[src/core/dma_maint_pkg.sv]
// Package with control register layout, reset values and shared types for the maintenance control block.
package dma_maint_pkg;
   localparam int CTRL_W = 16;
   localparam int BIT_SYNC = 4;
   localparam int BIT_DONE = 5;
   localparam int BIT_STEP = 6;
   localparam int BIT_BUSOVR = 7;
   localparam int BIT_CHAN = 8;
   localparam int BIT_MAINT = 9;
   localparam int BIT_CMPA = 10;
   localparam int BIT_CMPB = 11;
   localparam int BIT_CCORR = 12;
   localparam int BIT_DEVLCK = 13;
   localparam int BIT_GATLCK = 14;
   localparam int BIT_BLOCK = 15;
   localparam logic [15:0] CTRL_RESET = 16'h0000;
   localparam logic [15:0] WR_MASK = 16'hFFC0;
   localparam int STATE_W = 8;
   localparam logic [7:0] STATE_RESET = 8'h0F;
   localparam int REQ_N = 16;
   localparam int PULSE_CYC = 1;

   typedef struct packed {
      logic step;
      logic bus_override;
      logic chan_only;
      logic maint;
      logic cmp_a_off;
      logic cmp_b_off;
      logic comp_corr;
      logic dev_lock;
      logic gat_lock;
      logic block_offline;
   } ctrl_t;
endpackage

[src/core/dma_pulse_gen.sv]
// Rising-edge pulse generator used for the halt-driven internal reset.
`timescale 1ns/1ps
module dma_pulse_gen
   import dma_maint_pkg::*;
(
   input wire logic clk_i,
   input wire logic rst_n_i,
   input wire logic level_i,
   output logic pulse_o
);
   logic last_q, last_d, pulse_q, pulse_d;
   always_comb begin
      last_d = level_i;
      pulse_d = level_i & ~last_q;
   end
   always_ff @(posedge clk_i or negedge rst_n_i) begin
      if (!rst_n_i) begin
         last_q <= 1'b0;
         pulse_q <= 1'b0;
      end else begin
         last_q <= last_d;
         pulse_q <= pulse_d;
      end
   end
   assign pulse_o = pulse_q;
endmodule

[src/core/dma_state_ring.sv]
// Rotating state register with hold, single step and checker enable.
`timescale 1ns/1ps
module dma_state_ring
   import dma_maint_pkg::*;
#(
   parameter int W = STATE_W
)
(
   input wire logic clk_i,
   input wire logic rst_n_i,
   input wire logic sync_rst_i,
   input wire logic hold_i,
   input wire logic step_i,
   output logic [W-1:0] state_o,
   output logic check_en_o
);
   logic [W-1:0] st_q, st_d;
   logic chk_q, chk_d;
   always_comb begin
      st_d = st_q;
      chk_d = ~hold_i;
      if (sync_rst_i) begin
         st_d = W'(STATE_RESET);
         chk_d = 1'b0;
      end else if (!hold_i || step_i) begin
         st_d = {st_q[W-2:0], st_q[W-1]};
         chk_d = 1'b1;
      end
   end
   always_ff @(posedge clk_i or negedge rst_n_i) begin
      if (!rst_n_i) begin
         st_q <= W'(STATE_RESET);
         chk_q <= 1'b0;
      end else begin
         st_q <= st_d;
         chk_q <= chk_d;
      end
   end
   assign state_o = st_q;
   assign check_en_o = chk_q;
endmodule

[src/core/dma_maintenance_control.sv]
// Maintenance and diagnostic control of the memory transfer unit.
`timescale 1ns/1ps
module dma_maintenance_control
   import dma_maint_pkg::*;
#(
   parameter int REQ_W = REQ_N
)
(
   input wire logic CLK_SYS_I,
   input wire logic RST_N_I,
   input wire logic CTRL_LOAD_I,
   input wire logic [15:0] CTRL_WDATA_I,
   input wire logic CHANNEL_SYNC_N_I,
   input wire logic STORE_DONE_N_I,
   input wire logic SINGLE_STEP_CROSSPOINT_I,
   input wire logic HOST_ONLINE_I,
   input wire logic HOST_HALT_I,
   input wire logic ERROR_I,
   input wire logic [REQ_W-1:0] DEVICE_TRANSFER_REQUEST_I,
   input wire logic [REQ_W-1:0] REQ_MASK_I,
   input wire logic CMP_A_EQ_I,
   input wire logic CMP_B_EQ_I,
   input wire logic STORE_REQ_I,
   input wire logic OFFLINE_STORE_REQ_I,
   output logic [15:0] CTRL_RDATA_O,
   output logic STORE_BUS_EN_O,
   output logic STORE_PASS_OFFLINE_O,
   output logic [REQ_W-1:0] REQ_TO_PRIORITY_O,
   output logic ADDR_END_O,
   output logic COMP_CORR_EN_O,
   output logic FORCE_DEV_ERR_O,
   output logic FORCE_GATE_ERR_O,
   output logic HOLD_CLOCK_O,
   output logic CHECK_EN_O,
   output logic CHAN_HOST_ONLY_O,
   output logic INT_RESET_O,
   output logic [STATE_W-1:0] STATE_O
);
   // ==========================================================
   // Control register
   // ==========================================================
   logic [15:0] ctrl_q, ctrl_d;
   ctrl_t c;
   logic int_rst;

   always_comb begin
      ctrl_d = ctrl_q;
      if (int_rst) begin
         ctrl_d = CTRL_RESET;
      end else if (CTRL_LOAD_I) begin
         ctrl_d = CTRL_WDATA_I & WR_MASK;
      end
   end
   always_ff @(posedge CLK_SYS_I or negedge RST_N_I) begin
      if (!RST_N_I) begin
         ctrl_q <= CTRL_RESET;
      end else begin
         ctrl_q <= ctrl_d;
      end
   end

   always_comb begin
      c.step = ctrl_q[BIT_STEP];
      c.bus_override = ctrl_q[BIT_BUSOVR];
      c.chan_only = ctrl_q[BIT_CHAN];
      c.maint = ctrl_q[BIT_MAINT];
      c.cmp_a_off = ctrl_q[BIT_CMPA];
      c.cmp_b_off = ctrl_q[BIT_CMPB];
      c.comp_corr = ctrl_q[BIT_CCORR];
      c.dev_lock = ctrl_q[BIT_DEVLCK];
      c.gat_lock = ctrl_q[BIT_GATLCK];
      c.block_offline = ctrl_q[BIT_BLOCK];
   end

   // ==========================================================
   // Halt-driven internal reset
   // ==========================================================
   dma_pulse_gen u_halt (
      .clk_i(CLK_SYS_I),
      .rst_n_i(RST_N_I),
      .level_i(HOST_HALT_I),
      .pulse_o(int_rst)
   );

   // ==========================================================
   // State register and hold clock
   // ==========================================================
   logic hold;
   logic [STATE_W-1:0] state;
   logic check_en;
   // Errors and both stop modes share one hold term; a single step advances the ring only in step mode, with no error and channel-only off.
   assign hold = ERROR_I | c.step | c.chan_only;

   dma_state_ring #(.W(STATE_W)) u_ring (
      .clk_i(CLK_SYS_I),
      .rst_n_i(RST_N_I),
      .sync_rst_i(int_rst),
      .hold_i(hold),
      .step_i(SINGLE_STEP_CROSSPOINT_I & c.step & ~c.chan_only & ~ERROR_I),
      .state_o(state),
      .check_en_o(check_en)
   );

   // ==========================================================
   // Registered outputs
   // ==========================================================
   logic [15:0] rd_d, rd_q;
   logic bus_d, bus_q, pass_d, pass_q, end_d, end_q;
   logic [REQ_W-1:0] req_d, req_q;
   logic fde_d, fde_q, fge_d, fge_q, hold_d, hold_q, rst_d, rst_q;
   logic [REQ_W-1:0] req_forced;

   // Each receiver is forced on bit by bit in maintenance; the host mask then decides what reaches priority.
   for (genvar g = 0; g < REQ_W; g++) begin : gen_req
      assign req_forced[g] = (c.maint | DEVICE_TRANSFER_REQUEST_I[g]) & REQ_MASK_I[g];
   end

   always_comb begin
      rd_d = ctrl_q;
      rd_d[BIT_SYNC] = ~CHANNEL_SYNC_N_I;
      rd_d[BIT_DONE] = ~STORE_DONE_N_I;
      bus_d = STORE_REQ_I & (HOST_ONLINE_I | c.bus_override);
      pass_d = OFFLINE_STORE_REQ_I & ~c.block_offline;
      // With the forced receivers, the host mask alone selects the simulated devices.
      req_d = req_forced;
      end_d = (CMP_A_EQ_I & ~c.cmp_a_off) | (CMP_B_EQ_I & ~c.cmp_b_off);
      fde_d = c.maint & c.dev_lock;
      fge_d = c.maint & c.gat_lock;
      hold_d = hold;
      rst_d = int_rst;
   end

   always_ff @(posedge CLK_SYS_I or negedge RST_N_I) begin
      if (!RST_N_I) begin
         rd_q <= 16'h0000;
         bus_q <= 1'b0;
         pass_q <= 1'b0;
         req_q <= '0;
         end_q <= 1'b0;
         fde_q <= 1'b0;
         fge_q <= 1'b0;
         hold_q <= 1'b0;
         rst_q <= 1'b0;
      end else begin
         rd_q <= rd_d;
         bus_q <= bus_d;
         pass_q <= pass_d;
         req_q <= req_d;
         end_q <= end_d;
         fde_q <= fde_d;
         fge_q <= fge_d;
         hold_q <= hold_d;
         rst_q <= rst_d;
      end
   end

   assign CTRL_RDATA_O = rd_q;
   assign STORE_BUS_EN_O = bus_q;
   assign STORE_PASS_OFFLINE_O = pass_q;
   assign REQ_TO_PRIORITY_O = req_q;
   assign ADDR_END_O = end_q;
   assign COMP_CORR_EN_O = ctrl_q[BIT_CCORR];
   assign FORCE_DEV_ERR_O = fde_q;
   assign FORCE_GATE_ERR_O = fge_q;
   assign HOLD_CLOCK_O = hold_q;
   assign CHECK_EN_O = check_en;
   assign CHAN_HOST_ONLY_O = ctrl_q[BIT_CHAN];
   assign INT_RESET_O = rst_q;
   assign STATE_O = state;

   // ==========================================================
   // Assertions
   // ==========================================================
   hold_stops_ring_a: assert property (@(posedge CLK_SYS_I) disable iff (!RST_N_I)
      (hold && !SINGLE_STEP_CROSSPOINT_I && !int_rst) |=> (state == $past(state)))
      else $error("State moved while held.");
   step_once_a: assert property (@(posedge CLK_SYS_I) disable iff (!RST_N_I)
      (c.step && !c.chan_only && !ERROR_I && SINGLE_STEP_CROSSPOINT_I && !int_rst)
      |=> (state == {$past(state[STATE_W-2:0]), $past(state[STATE_W-1])}))
      else $error("Single step did not advance once.");
   offline_bus_a: assert property (@(posedge CLK_SYS_I) disable iff (!RST_N_I)
      (!HOST_ONLINE_I && !c.bus_override) |=> !STORE_BUS_EN_O)
      else $error("Store bus driven while off line.");
   override_bus_a: assert property (@(posedge CLK_SYS_I) disable iff (!RST_N_I)
      (c.bus_override && STORE_REQ_I) |=> STORE_BUS_EN_O)
      else $error("Override did not enable store bus.");
   maint_force_a: assert property (@(posedge CLK_SYS_I) disable iff (!RST_N_I)
      c.maint |=> (REQ_TO_PRIORITY_O == $past(REQ_MASK_I)))
      else $error("Maintenance requests not forced.");
   cmp_path_a: assert property (@(posedge CLK_SYS_I) disable iff (!RST_N_I)
      (c.cmp_a_off && c.cmp_b_off) |=> !ADDR_END_O)
      else $error("Disabled comparators still report end.");
   block_store_a: assert property (@(posedge CLK_SYS_I) disable iff (!RST_N_I)
      c.block_offline |=> !STORE_PASS_OFFLINE_O)
      else $error("Off-line store signal passed.");
   halt_reset_a: assert property (@(posedge CLK_SYS_I) disable iff (!RST_N_I)
      $rose(HOST_HALT_I) |=> ##1 (INT_RESET_O && ctrl_q == CTRL_RESET))
      else $error("Halt did not reset unit.");
   force_err_a: assert property (@(posedge CLK_SYS_I) disable iff (!RST_N_I)
      (c.maint && c.dev_lock) |=> FORCE_DEV_ERR_O)
      else $error("Device error not forced.");
   readback_a: assert property (@(posedge CLK_SYS_I) disable iff (!RST_N_I)
      1'b1 |=> (CTRL_RDATA_O[BIT_SYNC] == !$past(CHANNEL_SYNC_N_I)))
      else $error("Sync readback wrong.");

   // ==========================================================
   // Assertions: state ring, hold clock, checker enable and reset pulse
   // ==========================================================
   run_free_a: assert property (@(posedge CLK_SYS_I) disable iff (!RST_N_I)
      (!hold && !int_rst) |=> (state == {$past(state[STATE_W-2:0]), $past(state[STATE_W-1])}))
      else $error("Free-running ring did not rotate.");
   hold_out_a: assert property (@(posedge CLK_SYS_I) disable iff (!RST_N_I)
      c.step |=> HOLD_CLOCK_O)
      else $error("Step mode did not raise hold clock.");
   chan_hold_a: assert property (@(posedge CLK_SYS_I) disable iff (!RST_N_I)
      (c.chan_only && !int_rst) |=> (state == $past(state)))
      else $error("Ring moved in channel-only mode.");
   error_freeze_a: assert property (@(posedge CLK_SYS_I) disable iff (!RST_N_I)
      (ERROR_I && !int_rst) |=> (state == $past(state)))
      else $error("Ring moved during an error.");
   error_hold_a: assert property (@(posedge CLK_SYS_I) disable iff (!RST_N_I)
      ERROR_I |=> HOLD_CLOCK_O)
      else $error("Error did not raise hold clock.");
   step_check_a: assert property (@(posedge CLK_SYS_I) disable iff (!RST_N_I)
      (c.step && !c.chan_only && !ERROR_I && SINGLE_STEP_CROSSPOINT_I && !int_rst) |=> CHECK_EN_O)
      else $error("Step did not enable the checker.");
   idle_check_a: assert property (@(posedge CLK_SYS_I) disable iff (!RST_N_I)
      (hold && !SINGLE_STEP_CROSSPOINT_I) |=> !CHECK_EN_O)
      else $error("Checker enabled while held.");
   unit_reset_a: assert property (@(posedge CLK_SYS_I) disable iff (!RST_N_I)
      int_rst |=> (ctrl_q == CTRL_RESET && state == STATE_RESET))
      else $error("Internal reset left state behind.");
   halt_pulse_a: assert property (@(posedge CLK_SYS_I) disable iff (!RST_N_I)
      $rose(HOST_HALT_I) |=> int_rst)
      else $error("Halt did not start the reset pulse.");
   pulse_single_a: assert property (@(posedge CLK_SYS_I) disable iff (!RST_N_I)
      int_rst |=> !int_rst)
      else $error("Reset pulse longer than one cycle.");

   // ==========================================================
   // Assertions: control register, forced errors and read-back
   // ==========================================================
   load_mask_a: assert property (@(posedge CLK_SYS_I) disable iff (!RST_N_I)
      (CTRL_LOAD_I && !int_rst) |=> (ctrl_q == ($past(CTRL_WDATA_I) & WR_MASK)))
      else $error("Load stored the wrong bits.");
   readonly_low_a: assert property (@(posedge CLK_SYS_I) disable iff (!RST_N_I)
      1'b1 |=> (CTRL_RDATA_O[BIT_SYNC-1:0] == 4'h0))
      else $error("Unused read-back bits not zero.");
   ctrl_readback_a: assert property (@(posedge CLK_SYS_I) disable iff (!RST_N_I)
      1'b1 |=> (CTRL_RDATA_O[CTRL_W-1:BIT_STEP] == $past(ctrl_q[CTRL_W-1:BIT_STEP])))
      else $error("Writable bits read back wrong.");
   readback_done_a: assert property (@(posedge CLK_SYS_I) disable iff (!RST_N_I)
      1'b1 |=> (CTRL_RDATA_O[BIT_DONE] == !$past(STORE_DONE_N_I)))
      else $error("Store done readback wrong.");
   corr_load_a: assert property (@(posedge CLK_SYS_I) disable iff (!RST_N_I)
      (CTRL_LOAD_I && !int_rst) |=> (COMP_CORR_EN_O == $past(CTRL_WDATA_I[BIT_CCORR])))
      else $error("Complement correction enable wrong.");
   chan_load_a: assert property (@(posedge CLK_SYS_I) disable iff (!RST_N_I)
      (CTRL_LOAD_I && !int_rst) |=> (CHAN_HOST_ONLY_O == $past(CTRL_WDATA_I[BIT_CHAN])))
      else $error("Channel-only output wrong.");
   gate_err_a: assert property (@(posedge CLK_SYS_I) disable iff (!RST_N_I)
      (c.maint && c.gat_lock) |=> FORCE_GATE_ERR_O)
      else $error("Gating error not forced.");
   no_force_a: assert property (@(posedge CLK_SYS_I) disable iff (!RST_N_I)
      !c.maint |=> (!FORCE_DEV_ERR_O && !FORCE_GATE_ERR_O))
      else $error("Error forced outside maintenance.");

   // ==========================================================
   // Assertions: store bus, requests and comparators
   // ==========================================================
   online_bus_a: assert property (@(posedge CLK_SYS_I) disable iff (!RST_N_I)
      (HOST_ONLINE_I && STORE_REQ_I) |=> STORE_BUS_EN_O)
      else $error("On-line store request not granted.");
   pass_open_a: assert property (@(posedge CLK_SYS_I) disable iff (!RST_N_I)
      (!c.block_offline && OFFLINE_STORE_REQ_I) |=> STORE_PASS_OFFLINE_O)
      else $error("Unblocked off-line signal dropped.");
   cmp_a_only_a: assert property (@(posedge CLK_SYS_I) disable iff (!RST_N_I)
      (c.cmp_b_off && !c.cmp_a_off) |=> (ADDR_END_O == $past(CMP_A_EQ_I)))
      else $error("First comparator path alone wrong.");
   cmp_b_only_a: assert property (@(posedge CLK_SYS_I) disable iff (!RST_N_I)
      (c.cmp_a_off && !c.cmp_b_off) |=> (ADDR_END_O == $past(CMP_B_EQ_I)))
      else $error("Second comparator path alone wrong.");
   normal_req_a: assert property (@(posedge CLK_SYS_I) disable iff (!RST_N_I)
      !c.maint |=> (REQ_TO_PRIORITY_O == ($past(DEVICE_TRANSFER_REQUEST_I) & $past(REQ_MASK_I))))
      else $error("Device requests not passed through mask.");
endmodule

[config.mk]
export PLATFORM = sky130hd
export DESIGN_NAME = dma_maintenance_control
export DESIGN_NICKNAME = d
export VERILOG_FILES = /design/src/core/dma_maint_pkg.sv /design/src/core/dma_pulse_gen.sv /design/src/core/dma_state_ring.sv /design/src/core/dma_maintenance_control.sv
export SDC_FILE = /design/constraint.sdc
export NUM_CORES = 1
export LEC_CHECK = 0
export ABC_AREA = 1
export BUFFER_PORTS_ARGS = -buffer_cell sky130_fd_sc_hd__buf_4
export CAP_MARGIN = 20
export CELL_PAD_IN_SITES_DETAIL_PLACEMENT = 0
export CELL_PAD_IN_SITES_GLOBAL_PLACEMENT = 2
export CORE_MARGIN = 4
export CORE_UTILIZATION = 25
export DETAILED_ROUTE_END_ITERATION = 16
export GPL_TIMING_DRIVEN = 0
export PLACE_DENSITY = 0.81
export SLEW_MARGIN = 20
export SYNTH_ARGS = -nofsm -noshare
export SYNTH_HDL_FRONTEND = slang
export SYNTH_HIERARCHICAL = 1
export SYNTH_SLANG_ARGS = --single-unit
[constraint.sdc]
create_clock -name CLK_SYS_I -period 1.16 [get_ports CLK_SYS_I]
set_input_delay 0.058 -clock CLK_SYS_I [delete_from_list [all_inputs] [get_ports CLK_SYS_I]]
set_output_delay 0.058 -clock CLK_SYS_I [all_outputs]
set_load 0.02 [all_outputs]
==> summary.txt <==
Timing
  – Fin crit share: 92.2%
  – Setup Skew: a little under 0.004 ns
  – Setup TNS: 0 ns
  – RSZ-0062 raised after global routing: no
  – Worst-margin pin slew: approximately 0.70 ns
  – Fmax: between 900 and 1000 MHz
  – Min Tclk post-route: 1.07 ns
  – Finish-stage setup viols: 0
  – Final hold violation count: 0
  – Final Max Slew Viols: 0
  – Slew HR: a little over half

Die
  – Starting Density: between 20% and 30%
  – Die height: around 98 µm
  – Die area: between 0.009 and 0.01 mm²
  – Core area: 0.00777 mm²
  – Num rows: 32
  – Ports: ~110
  – Die width: 97.5 µm

Global routing
  – Largest net degree at the start of global routing: 57
  – GR Util All Layers: a little under an eighth
  – Vias in the first global route: 1,827
  – Initial antenna violation count: 0
  – Overflow left after global routing: 0
  – First-pass GRT wire length: 8910 µm

Critical path
  – CP max FO: 10
  – FF-to-FF path depth: 6
  – CP cell instances: dlygate4sd3_1 > buf_4 > inv_1 > nand2_1 > nor2_1 > inv_1 > buf_6 > nand2_4 > nand3_1 > nand2_1
  – Max incr delay on CP: 0.53 ns
  – Reg2reg start: ctrl_q[6]
  – R2R Setup Slk: approximately 0.091 ns
  – Max stage delay cell, worst path: dlygate4sd3_1
  – Crit path launch type: primary input
  – Worst R2R End: u_ring/state_o[7]
  – CP delay by family, top: buffers and inverters
  – CP arrival: roughly 1.3 ns
  – Worst setup path category: in2reg
  – CP Data Required Time: 1.41 ns
  – CP endpoint kind: flop
  – CP bufs+invs: 5

Power and ir drop
  – PD cells: around 1200 mW/mm²
  – Leak: 1.83 nW
  – Peak VDD IR: 0.000495 V

Finish
  – P&R area growth vs syn: 76.4%
  – Diode count: 0
  – Final net count: slightly below 400
  – Final instance area: roughly 0.0035 mm²
  – Layout cell share with drive strength beyond 1: 38.6%

Synth
  – YS warnings: 6
  – Netlist cell types: 20
  – Post-synth top cells: 52 x dfrtp_1, 38 x nand2_1, 17 x o21a_1, 15 x nand3_1, 11 x inv_1
  – Syn Inst Count: 170
  – Sequential-to-total area share from yosys stat: 70.2%
  – Post-synth EDFFs: 0
  – Ys flop type: dfrtp_1
  – Ranking of synthesized cells by area: dfrtp_1 65%, nand2_1 7.1%, o21a_1 6.4%
  – FFs w/ async S/R, synth: 100%
  – Avg Inst Size Synth: 11.8 µm²
  – Yosys top cell area share: roughly 65%
  – Synth area leader: dfrtp_1
  – Synth Cell Area: 0.00200 mm²
  – Flops & latches, synth: 56
  – Most instantiated library cell after synthesis: dfrtp_1

Worst hold path
  – Hold Path Depth: 3
  – Hold endpoint: ADDR_END_O
  – Hold Crit Class: in2reg
  – Hold path start: CMP_A_EQ_I

Detailed routing
  – Antenna-violating nets left: 0
  – Routed Wire Length: 5330 µm
  – Vias per cell: between 3 and 4
  – Vias: 1,736
  – DRT Pass-1 Iters: 4
  – Initial DRC Count: 31
  – DR WL/cell: 12.2 µm
  – Drt drc: 0

Placed design
  – DPL Wire Length: 3490 µm
  – DP Area: roughly 0.0029 mm²
  – Final RePlAce weighted congestion: between 0.7 and 0.8
  – Port bufs: 100

Clock tree
  – Reg clk slew, reported paths: 0.10 ns
  – Max clock buf depth: 2
  – Htree depth: 2
  – Worst-skew pair later-pin latency: 0.30 ns
  – CTS buffer count: 5
  – Num Clock Sinks: 56
  – TritonCTS clock tree: built
  – Root Buffer: clkbuf_8

Job
  – Max cap viols: 0

Outcome
  – Status: finished, final reports clean
cells by family after synthesis:
kind of cell / share of synthesized area (%)
buffers and inverters: 6.68
AOI/OAI and AO/OA: 6.87
and+or+nand+nor: 16.1
other: 0.187
DFF: 70.2
worst max path at each step:
stage | start | end | slack (ns) | cells after the start
floorplan | ctrl_q[8] | u_ring/state_o[5] | 0.04 | 8
global placement | u_halt/pulse_o | ctrl_q[9] | -0.12 | 3
CTS | ctrl_q[6] | u_ring/state_o[7] | 0.04 | 6
detailed placement | u_halt/pulse_o | ctrl_q[6] | -0.11 | 3
finish | ERROR_I | u_ring/state_o[7] | 0.09 | 10
global route | ctrl_q[6] | u_ring/state_o[6] | 0.009 | 6
report_power, final:
group | leakage, nW | internal, mW | switching, mW
combinational | 1.08 | 0.545 | 0.504
clock | 0.0445 | 0.487 | 0.600
sequential | 0.700 | 2.15 | 0.0930
total | 1.83 | 3.18 | 1.20
routing by layer:
| layer | share of wire, % | GRT usage (%) | up-vias |
|---|---|---|---|
| li1 | - | - | 861 |
| met1 | 42 | 14.4 | 805 |
| met2 | 50 | 19.3 | 66 |
| met3 | 7.8 | 3.59 | 4 |
| met4 | 0.68 | 2.24 | 0 |
| met5 | 0 | 0 | - |
layout by cell type, fill, tap and decap left out, drive strengths merged:
master and n:
nand4 8, a21oi 1, clkbuf 7, buf 112
nand2 39, o21ai 1, nor2 5, dfstp 4
conb 4, clkinvlp 1, dlygate4sd3 51, or2 4
nand3 15, clkinv 1, inv 12, dfrtp 52
o21a 17
final cells by class:
cell class,instances,area [µm²]
fill,736,4230
multi-input combinational,94,485
tap,102,128
buffer,10,95.1
inverter,13,50.0
sequential,56,1410
timing repair buffer,153,1280
clock inverter,1,7.51
clock buffer,7,86.3
per-stage QoR:
step	cells	setup WS (ns)	power (mW)	hold slack [ns]	utilization, %
6_report	436	0.0909	4.38	0.00977	45.5
4_1_cts	435	0.0377	4.45	0.00694	45.3
3_5_place_dp	375	-0.110	3.18	0.169	37.3
3_3_place_gp	375	-0.121	3.18	0.163	37.3
2_1_floorplan	173	0.0371	2.69	-0.238	-
5_1_grt	436	0.00854	4.63	0.00586	45.5
sequential cells by signal, summed over array words and instances (netlist names), 8 cells and up:
register / cells
CTRL_RDATA_O: 12
ctrl_q: 10
REQ_TO_PRIORITY_O: 16
u_ring/state_o: 8
tightest hold or removal path, stage by stage:
cell and delay, ns:
buf_4 0.10, inv_1 0.04, o21ai_0 0.07
timing repair:
item | CTS | global route
hold endpoints to repair | 86 | 0
buffers inserted | 1 | 1
gates resized for setup | 4 | 3
setup endpoints to repair | 11 | 4
hold buffers | 51 | 0
No activity file was read; power rests on OpenSTA's default activity.
